==> src/lem_pkg.sv <==
// Shared constants, types and register map of the evacuation and load mode controller
package lem_pkg;

	// ----------------------------------------------------------------
	// Timing
	// ----------------------------------------------------------------
	localparam int unsigned SEC_NS        = 1_000_000_000; // One second in ns
	localparam int unsigned CLK_PERIOD_NS = 50;            // pclk period in ns
	localparam int unsigned TICKS_PER_SEC = SEC_NS / CLK_PERIOD_NS; // Cycles per second

	// ----------------------------------------------------------------
	// Register offsets (byte addresses)
	// ----------------------------------------------------------------
	localparam logic [7:0] OFS_CFG    = 8'h00; // Configuration
	localparam logic [7:0] OFS_DELAY  = 8'h04; // Evacuation delay in seconds
	localparam logic [7:0] OFS_STATUS = 8'h08; // Read-only status

	// ----------------------------------------------------------------
	// CFG field positions
	// ----------------------------------------------------------------
	localparam int CFG_CC_LSB      = 0;  // Call cancel code, 2 bits
	localparam int CFG_EVAC_EN     = 2;  // Evacuation enable
	localparam int CFG_POST_FREE   = 3;  // Free after evacuation
	localparam int CFG_HYDRAULIC   = 4;  // Hydraulic lift type
	localparam int CFG_SPEED_LSB   = 5;  // Evacuation speed, 3 bits
	localparam int CFG_LAND_LSB    = 8;  // Evacuation landing, 6 bits
	localparam int CFG_PARK2_LSB   = 14; // Parking landing in timed mode 2, 6 bits
	localparam int CFG_OVL_IND_EN  = 20; // Overload lamp configured
	localparam int CFG_BUZZER_EN   = 21; // Overload buzzer configured
	localparam int CFG_BATT_INV    = 22; // Inverter fed from batteries
	localparam logic [31:0] CFG_RST   = 32'h0000_0000; // CFG reset value
	localparam logic [31:0] CFG_MASK  = 32'h007F_FFFF; // Implemented CFG bits
	localparam logic [7:0]  DELAY_RST = 8'h0A;         // Delay reset value

	// ----------------------------------------------------------------
	// Landings and synchroniser map
	// ----------------------------------------------------------------
	localparam logic [5:0] LOWEST_LANDING = 6'h01; // Bottom landing number
	localparam int SY_TM1 = 0;  // Timed mode 1 contact
	localparam int SY_TM2 = 1;  // Timed mode 2 contact
	localparam int SY_EVAC = 2; // Evacuation request
	localparam int SY_EREL = 3; // Release from preceding lift
	localparam int SY_RAE = 4;  // Release after evacuation
	localparam int SY_CHG = 5;  // Change evacuation direction
	localparam int SY_FULL = 6; // Full load
	localparam int SY_OVL = 7;  // Overload
	localparam int SY_ZERO = 8; // Zero load
	localparam int SY_HALF = 9; // Below half load
	localparam int SY_DFAIL = 10; // Drive failure
	localparam int NSYNC = 11;  // Number of synchronised contacts

	// ----------------------------------------------------------------
	// Types
	// ----------------------------------------------------------------
	typedef enum logic [2:0] {
		EV_IDLE = 3'b000, EV_STOP = 3'b001, EV_WAIT = 3'b010,
		EV_TRAVEL = 3'b011, EV_HOLD = 3'b100, EV_DONE = 3'b101
	} lem_evac_e;

	typedef enum logic [1:0] {
		MODE_NORMAL = 2'b00, MODE_TM1 = 2'b01, MODE_TM2 = 2'b10
	} lem_mode_e;

	typedef enum logic [2:0] {
		relevel_speed = 3'b000, approach_speed = 3'b001, first_intermediate_speed = 3'b010,
		second_intermediate_speed = 3'b011, rated_speed = 3'b100
	} lem_speed_e;

	// Car status reported by the motion controller
	typedef struct packed {
		logic       moving;     // Car travelling
		logic       at_landing; // Car level at a landing
		logic [5:0] landing;    // Current or last landing
		logic       failed;     // Lift failed or out of service
		logic [5:0] car_calls;  // Number of pending car calls
	} lem_car_s;

	// Evacuation travel commands
	typedef struct packed {
		logic       go;        // Travel to target
		logic       stop_next; // Stop at next possible landing
		logic       door_open; // Open and hold doors
		logic [5:0] target;    // Target landing
		logic       dir_up;    // Travel direction
		lem_speed_e speed;     // Travel speed
	} lem_evcmd_s;

endpackage

==> src/lem_ctrl.sv <==
// Evacuation, timed mode and load mode decision logic with APB configuration
//
// Notes on behaviour
// - Two-bit code picks timed-mode call clearing
// - Timed mode 2 wins over mode 1
// - Mode 2 selects own doors and parking
// - Evacuation enable 0 disables all evacuation
// - Standstill off landing starts evacuation delay
// - Moving away: stop next, open, start delay
// - Delay expiry or forerunner release starts travel
// - Hydraulic lifts go lowest without delay
// - Post setting: hold open or resume service
// - Landing 0 means next landing, else fixed
// - Landing 0: battery inverter drive failure goes lower
// - Follower contact closed in normal/incomplete evacuation
// - At landing or failed opens contact
// - Indicator on throughout evacuation
// - Release input at landing resumes normal
// - Three-bit setting selects evacuation speed
// - Change input reverses evacuation direction
// - Full load: car calls only, leave group
// - Overload standstill: hold open, lamp, buzzer
// - Overload ignored while travelling
// - Zero load cancels calls beyond one
// - Landing 0: half load chooses up/down
`timescale 1ns/1ns
`default_nettype none

module lem_ctrl
	import lem_pkg::*;
#(
	parameter int unsigned TICKS_SEC = TICKS_PER_SEC // Cycles per second of delay
) (
	// Clock and reset
	input  wire logic              pclk,
	input  wire logic              presetn,
	// APB slave
	input  wire logic              psel,
	input  wire logic              penable,
	input  wire logic              pwrite,
	input  wire logic [7:0]        paddr,
	input  wire logic [31:0]       pwdata,
	output var  logic [31:0]       prdata,
	output logic                   pready,
	output logic                   pslverr,
	// Contacts
	input  wire logic [NSYNC-1:0]  contacts,
	// Car status
	input  wire lem_car_s          car,
	// Timed mode outputs
	output var  lem_mode_e         mode,
	output logic                   tm2_door_tables,
	output logic                   park_override,
	output logic [5:0]             park_landing,
	output logic                   clear_all_calls,
	// Load outputs
	output logic                   landing_assign_off,
	output logic                   car_calls_only,
	output logic                   leave_group,
	output logic                   overload_hold,
	output logic                   overload_lamp,
	output logic                   overload_buzzer,
	output logic                   clear_car_calls,
	// Evacuation outputs
	output var  lem_evcmd_s        evac_cmd,
	output logic                   evac_active,
	output logic                   evac_end_perm
);

	// ----------------------------------------------------------------
	// State
	// ----------------------------------------------------------------
	typedef struct packed {
		logic [NSYNC-1:0] s1;        // Synchroniser first stage
		logic [NSYNC-1:0] s2;        // Synchroniser second stage
		lem_evac_e        st;        // Evacuation state
		logic [7:0]       dly;       // Remaining delay in seconds
		logic [31:0]      pre;       // Second prescaler
		logic             flip;      // Direction reversed
		logic             chg_d;     // Change input last cycle
		lem_mode_e        mode;      // Timed operating mode
		logic             clr_all;   // Timed mode call clear pulse
		logic             clr_car;   // Zero load car call clear
		logic [5:0]       target;    // Evacuation target landing
		logic             dir_up;    // Base travel direction
		logic [31:0]      cfg;       // Configuration register
		logic [7:0]       dly_cfg;   // Delay setting in seconds
		logic [31:0]      rdata;     // Read data holding register
	} lem_state_s;

	lem_state_s r_r;   // Registered state
	lem_state_s r_nxt; // Next state

	// Configuration fields
	logic [1:0] cc;        // Call cancel code
	logic       evac_en;   // Evacuation enabled
	logic       post_free; // Resume after evacuation
	logic       hydraulic; // Hydraulic type
	logic [5:0] evac_land; // Evacuation landing setting
	logic       evac_on;   // Evacuation requested and enabled
	logic       at_evac;   // Standing at the evacuation landing
	logic       travel;    // In the evacuation travel state

	assign cc        = r_r.cfg[CFG_CC_LSB +: 2];
	assign evac_en   = r_r.cfg[CFG_EVAC_EN];
	assign post_free = r_r.cfg[CFG_POST_FREE];
	assign hydraulic = r_r.cfg[CFG_HYDRAULIC];
	assign evac_land = r_r.cfg[CFG_LAND_LSB +: 6];
	assign evac_on   = evac_en & r_r.s2[SY_EVAC];

	// Already at the landing: fixed landing matched, or any landing for setting 0
	assign at_evac = ~car.moving & car.at_landing &
		((evac_land == 6'h00) | (car.landing == evac_land));
	assign travel  = (r_r.st == EV_TRAVEL);

	// ----------------------------------------------------------------
	// Next state
	// ----------------------------------------------------------------
	always_comb begin
		lem_mode_e  mode_nxt;
		logic [5:0] tgt;
		logic       hit;
		r_nxt = r_r;
		mode_nxt = MODE_NORMAL;
		tgt = 6'h00;
		hit = 1'b0;

		// Two-flop synchronisers; only stage two is used
		r_nxt.s1 = contacts;
		r_nxt.s2 = r_r.s1;

		// Timed mode selection, mode 2 first
		if (r_r.s2[SY_TM2]) begin
			mode_nxt = MODE_TM2;
		end else if (r_r.s2[SY_TM1]) begin
			mode_nxt = MODE_TM1;
		end
		r_nxt.mode = mode_nxt;

		// Clear all calls on entry (codes 2, 3) or exit (codes 1, 3)
		r_nxt.clr_all = ((r_r.mode == MODE_NORMAL) & (mode_nxt != MODE_NORMAL) & cc[1]) |
			((r_r.mode != MODE_NORMAL) & (mode_nxt == MODE_NORMAL) & cc[0]);

		// Zero load keeps at most one car call
		r_nxt.clr_car = r_r.s2[SY_ZERO] & (car.car_calls > 6'd1);

		// Target for setting 0: half load and drive failure pick the side
		if (evac_land != 6'h00) begin
			tgt = evac_land;
		end else if (r_r.s2[SY_DFAIL] & r_r.cfg[CFG_BATT_INV]) begin
			tgt = car.landing - 6'd1;
		end else if (r_r.s2[SY_HALF]) begin
			tgt = car.landing + 6'd1;
		end else begin
			tgt = car.landing - 6'd1;
		end

		// Direction change edge during evacuation travel
		r_nxt.chg_d = r_r.s2[SY_CHG];
		if (travel & r_r.s2[SY_CHG] & ~r_r.chg_d) begin
			r_nxt.flip = ~r_r.flip;
			if (evac_land == 6'h00) begin
				r_nxt.target = (r_r.dir_up ^ r_r.flip) ? car.landing - 6'd1 :
					car.landing + 6'd1;
			end
		end

		// Evacuation sequence
		unique case (r_r.st)
			EV_IDLE: begin
				r_nxt.flip = 1'b0;
				r_nxt.pre = 32'h0000_0000;
				if (evac_on) begin
					if (hydraulic) begin
						r_nxt.target = LOWEST_LANDING;
						r_nxt.dir_up = 1'b0;
						r_nxt.st = EV_TRAVEL;
					end else if (at_evac) begin
						r_nxt.st = EV_HOLD;
					end else if (car.moving) begin
						r_nxt.st = EV_STOP;
					end else begin
						r_nxt.target = tgt;
						r_nxt.dir_up = (tgt > car.landing);
						r_nxt.dly = r_r.dly_cfg;
						r_nxt.st = EV_WAIT;
					end
				end
			end
			EV_STOP: begin
				// Stop at the next landing, then wait with doors open
				if (~evac_on) begin
					r_nxt.st = EV_IDLE;
				end else if (~car.moving & car.at_landing) begin
					r_nxt.target = tgt;
					r_nxt.dir_up = (tgt > car.landing);
					r_nxt.dly = r_r.dly_cfg;
					r_nxt.st = EV_WAIT;
				end
			end
			EV_WAIT: begin
				// Count seconds down; forerunner release cuts it short
				if (r_r.pre >= TICKS_SEC - 1) begin
					r_nxt.pre = 32'h0000_0000;
					if (r_r.dly != 8'h00) begin
						r_nxt.dly = r_r.dly - 8'd1;
					end
				end else begin
					r_nxt.pre = r_r.pre + 32'd1;
				end
				if (~evac_on) begin
					r_nxt.st = EV_IDLE;
				end else if ((r_r.dly == 8'h00) | r_r.s2[SY_EREL]) begin
					r_nxt.st = EV_TRAVEL;
				end
			end
			EV_TRAVEL: begin
				if (~evac_on) begin
					r_nxt.st = EV_IDLE;
				end else if (~car.moving & car.at_landing & (car.landing == r_r.target)) begin
					r_nxt.st = EV_HOLD;
				end
			end
			EV_HOLD: begin
				// Hold open until request drops, or resume service
				if (~evac_on) begin
					r_nxt.st = EV_IDLE;
				end else if (post_free | r_r.s2[SY_RAE]) begin
					r_nxt.st = EV_DONE;
				end
			end
			EV_DONE: begin
				if (~evac_on) begin
					r_nxt.st = EV_IDLE;
				end
			end
			default: begin
				r_nxt.st = EV_IDLE;
			end
		endcase

		// APB: capture read data in setup, write in access
		unique case (paddr)
			OFS_CFG, OFS_DELAY, OFS_STATUS: hit = 1'b1;
			default: hit = 1'b0;
		endcase
		if (psel & ~penable) begin
			unique case (paddr)
				OFS_CFG:    r_nxt.rdata = r_r.cfg;
				OFS_DELAY:  r_nxt.rdata = {24'h00_0000, r_r.dly_cfg};
				OFS_STATUS: r_nxt.rdata = {16'h0000, r_r.dly, 1'b0, evac_end_perm,
					evac_active, r_r.mode, r_r.st};
				default:    r_nxt.rdata = 32'h0000_0000;
			endcase
		end
		if (psel & penable & pwrite & hit) begin
			if (paddr == OFS_CFG) begin
				r_nxt.cfg = pwdata & CFG_MASK;
			end else if (paddr == OFS_DELAY) begin
				r_nxt.dly_cfg = pwdata[7:0];
			end
		end
	end

	// ----------------------------------------------------------------
	// State register
	// ----------------------------------------------------------------
	always_ff @(posedge pclk or negedge presetn) begin
		if (!presetn) begin
			r_r <= '0;
			r_r.cfg <= CFG_RST;
			r_r.dly_cfg <= DELAY_RST;
		end else begin
			r_r <= r_nxt;
		end
	end

	// ----------------------------------------------------------------
	// Outputs
	// ----------------------------------------------------------------
	assign prdata  = r_r.rdata;
	assign pready  = psel & penable;
	assign pslverr = psel & penable & ~((paddr == OFS_CFG) | (paddr == OFS_DELAY) |
		(paddr == OFS_STATUS));

	// Timed modes
	assign mode            = r_r.mode;
	assign tm2_door_tables = (r_r.mode == MODE_TM2);
	assign park_override   = (r_r.mode == MODE_TM2);
	assign park_landing    = r_r.cfg[CFG_PARK2_LSB +: 6];
	assign clear_all_calls = r_r.clr_all;

	// Load handling; overload only counts at standstill
	assign overload_hold      = r_r.s2[SY_OVL] & ~car.moving;
	assign overload_lamp      = overload_hold & r_r.cfg[CFG_OVL_IND_EN];
	assign overload_buzzer    = overload_hold & r_r.cfg[CFG_BUZZER_EN];
	assign landing_assign_off = r_r.s2[SY_FULL] | overload_hold;
	assign car_calls_only     = r_r.s2[SY_FULL];
	assign leave_group        = r_r.s2[SY_FULL] | overload_hold;
	assign clear_car_calls    = r_r.clr_car;

	// Evacuation commands
	assign evac_cmd.go        = travel;
	assign evac_cmd.stop_next = (r_r.st == EV_STOP);
	assign evac_cmd.door_open = (r_r.st == EV_WAIT) | (r_r.st == EV_HOLD) | overload_hold;
	assign evac_cmd.target    = r_r.target;
	assign evac_cmd.dir_up    = r_r.dir_up ^ r_r.flip;
	assign evac_cmd.speed     = lem_speed_e'(r_r.cfg[CFG_SPEED_LSB +: 3]);
	assign evac_active        = evac_on;

	// Contact open grants the follower; closed otherwise
	assign evac_end_perm = car.failed | (evac_on & ((r_r.st == EV_HOLD) |
		(r_r.st == EV_DONE) | ((r_r.st == EV_IDLE) & at_evac)));
endmodule
`default_nettype wire

==> config.mk <==
export PLATFORM = sky130hd
export DESIGN_NAME = lem_ctrl
export DESIGN_NICKNAME = d
export VERILOG_FILES = /design/src/lem_pkg.sv /design/src/lem_ctrl.sv
export SDC_FILE = /design/constraint.sdc
export NUM_CORES = 1
export LEC_CHECK = 0
export ABC_AREA = 1
export BUFFER_PORTS_ARGS = -buffer_cell sky130_fd_sc_hd__buf_2
export CORE_MARGIN = 2
export CORE_UTILIZATION = 35
export DETAILED_ROUTE_END_ITERATION = 7
export GPL_TIMING_DRIVEN = 1
export PLACE_DENSITY = 0.58
export SYNTH_ARGS = -nofsm -noshare
export SYNTH_HDL_FRONTEND = slang
export SYNTH_SLANG_ARGS = --single-unit
==> constraint.sdc <==
create_clock -name pclk -period 2.62 [get_ports pclk]
set_input_delay 0.524 -clock pclk [delete_from_list [all_inputs] [get_ports pclk]]
set_output_delay 0.524 -clock pclk [all_outputs]
set_load 0.05 [all_outputs]
==> metrics.cfg <==
[outcome]
outcome = finished, final reports clean

[die]
coreArea_mm2 = 0.0202
dieArea_mm2 = 0.0217
dieHeight_um = 147
die_x_um = 147
start_util_pct = 35.6
ios = 138
rows = 52

[setup_path]
cpLargestDelayFamily = simple AND/OR/NAND/NOR gates
arrival_ns = 1.86
crit_chain = inv_2, nand2_1, nor2_1, nand3_2, nand2_1, nand3_1, nand2_1, nand2_1, nand2_2, buf_8
crit_buf_inv = 2
cp_common_cell = nand2_1
cpMaxStageDelayCell = dfrtp_1
worst_path_largest_cell_delay_ns = 0.41
critPathKind = reg2out
cp-start-kind = register
cp.required_ns = 2.10
critPathMaxFanout = 5
cp-end-kind = output port

[synth]
synth_common_cells = nand2_1 (223), dfrtp_1 (130), inv_1 (96), o21ai_0 (64), nor2_1 (63)
avgSynthCellArea_um2 = 8.16
synth.distinct_cells = 49
synthTopCellsByArea = dfrtp_1 (45%), nand2_1 (12%), buf_4 (5.5%)
synth_edf_count = 0
async_reset_ff_share_pct = 100
yosysWarnings = 0
ys.flop_type = dfrtp_1
ys_seq_elements = 132
synth_top_area_share_pct = 45.2
post-synth-top-count-cell = nand2_1
synth_area_leader_cell = dfrtp_1
synthCells = 882
syn_area_mm2 = 0.00720
ys_seq_area_share_pct = 45.9

[sta]
totalNegativeSetupSlack_ns = 0
hold_viol = 0
tightest_slew_ns = 0.969
rsz0062_at_grt = false
layout_setup_ws_ns = 0.233
clock_skew_ns = 0.0100
min_period_over_period_pct = 91.1
max_slew_margin_pct = 35.3
fmax_mhz = 419
maxSlewViolCount = 0
setup_viol = 0
fin_hold_ws_ns = 0.201
fin_crit_ns = 2.39

[global_route]
grt_pass1_vias = 5787
grt_start_max_net_pins = 61
grt.overflow.total = 0
grt_pass1_wl_um = 29900
antenna_found_initial = 0
grt_use_total_pct = 17.4

[pwr]
p_leak_uw = 0.00430
ir_drop_v = 0.000449
p_per_area_mw_per_mm2 = 738
totalPowerFinal_uw = 6280

[cells_and_area]
drive_gt1_share_pct = 22.0
n_antenna_cell = 0
nNetsFinal = 1060
instances_no_fill = 1261
syn_to_final_growth_pct = 18.2

[clocking]
cts_buffer_depth = 2
cts_tree = yes
numCtsBuffers = 17
path_clk_slew_ns = 0.06
cts_root_buffer = clkbuf_16
clk_latency_ns = 0.42
clock-sinks = 132
h-tree-depth = 4

[route]
drtPass1Iterations = 5
vias = 5970
vias_per_cell = 4.73
drc_errors = 0
wl_per_cell_um = 14.6
drt_iter0_drc = 251
totalWireLength_um = 18400
antenna_left = 0

[placed_design]
pre_cts_ws_ns = 0.199
gp_congestion = 0.901
numPortBuffers = 118
place_inst = 1222
hpwl_um = 13800

[flow_run]
cap_violations = 0

[min_path]
hold_path_class = in2reg

-- metal layers --
layer	share of wire [%]	up-vias	GRT usage, %
met3	5.0	26	4.04
met1	45	2799	23.1
li1	-	3000	-
met5	0	-	0
met4	1.9	0	5.29
met2	48	145	28.6
-- placed cells by master, fill, tap and decap left out, types with 3 or more instances in the layout --
cell	netlist	layout
nor2_1	63	62
bufinv_16	0	3
nand2_1	223	222
a31oi_1	4	4
o211ai_1	6	6
clkbuf_16	0	17
clkbuf_8	0	3
inv_1	96	93
a21oi_1	20	20
ha_1	11	11
mux2_2	15	15
nor3_4	3	3
a22o_1	3	3
nand3_1	45	44
conb_1	1	9
nor3_1	12	12
o21ai_0	64	64
o21ai_1	7	7
o22ai_1	20	20
nor4_1	4	3
nand4_1	13	13
xnor2_1	7	7
nor2_2	2	3
nand2_2	4	5
dfrtp_1	130	130
buf_4	53	22
xor2_1	25	25
inv_2	4	7
buf_2	4	116
-- worst register-to-register path, delay by kind of cell (launching register included) --
family	cells	cell delay [ns]
simple gates	12	1.42
flops	1	0.40
fa+ha+maj	1	0.24
buf+inv	1	0.11
-- report_power, final --
group	internal, uW	switching (uW)
combinational	425	1080
clock	1580	924
sequential	2160	107
total	4160	2120
-- per-stage QoR --
step | area [um2] | utilization (%)
after floorplan | 7240 | -
after global placement | 7820 | 38.6
after detailed placement | 7820 | 38.6
after CTS | 8450 | 41.8
after global routing | 8510 | 42.1
final | 8510 | 42.1
-- final cells by class --
| type | count | area (um2) |
|---|---|---|
| flip-flops and latches | 132 | 3310 |
| well taps | 270 | 338 |
| fillers | 2071 | 11700 |
| clock inverters | 11 | 150 |
| repair buffers | 142 | 802 |
| inverters | 102 | 383 |
| multi-input cells | 583 | 3060 |
| clock buffers | 21 | 470 |
-- sequential cells by signal, indices dropped and copies added (netlist names) --
signal,cells
car_calls_only,1
clear_all_calls,1
prdata,23
clear_car_calls,1
post_free,1
cc,2
evac_cmd,9
mode,2
r_r,66
evac_en,1
r_nxt,12
hydraulic,1
evac_land,6
park_landing,6
-- path summary, 6_finish.rpt --
check / end / from / slack [ns] / cells past startpoint
min in group asynchronous: r_r[106] / presetn / 0.55 / 2
max reg2reg: r_r[122] / r_r[85] / 0.35 / 14
max in group asynchronous: prdata[13] / presetn / 1.39 / 3
min reg2reg: r_r[136] / r_nxt[136] / 0.35 / 0
min: r_nxt[137] / contacts[9] / 0.20 / 1
max: evac_end_perm / evac_land[0] / 0.23 / 10
-- cell families after synthesis --
family	share of synthesized area, %
simple gates	22.9
buf+inv	12.2
compound gates	10.6
flops	45.9
xor+xnor	3.89
mux	2.49
fa+ha+maj	1.91
other cells	0.0521
-- timing repair --
action,4_1_cts,5_1_grt
pin swaps,0,1
hold endpoints to repair,27,0
setup endpoints to repair,1,1
setup buffers,0,6
hold buffers,1,0
resized for setup,2,7
Power figures use the tool's default switching activity.
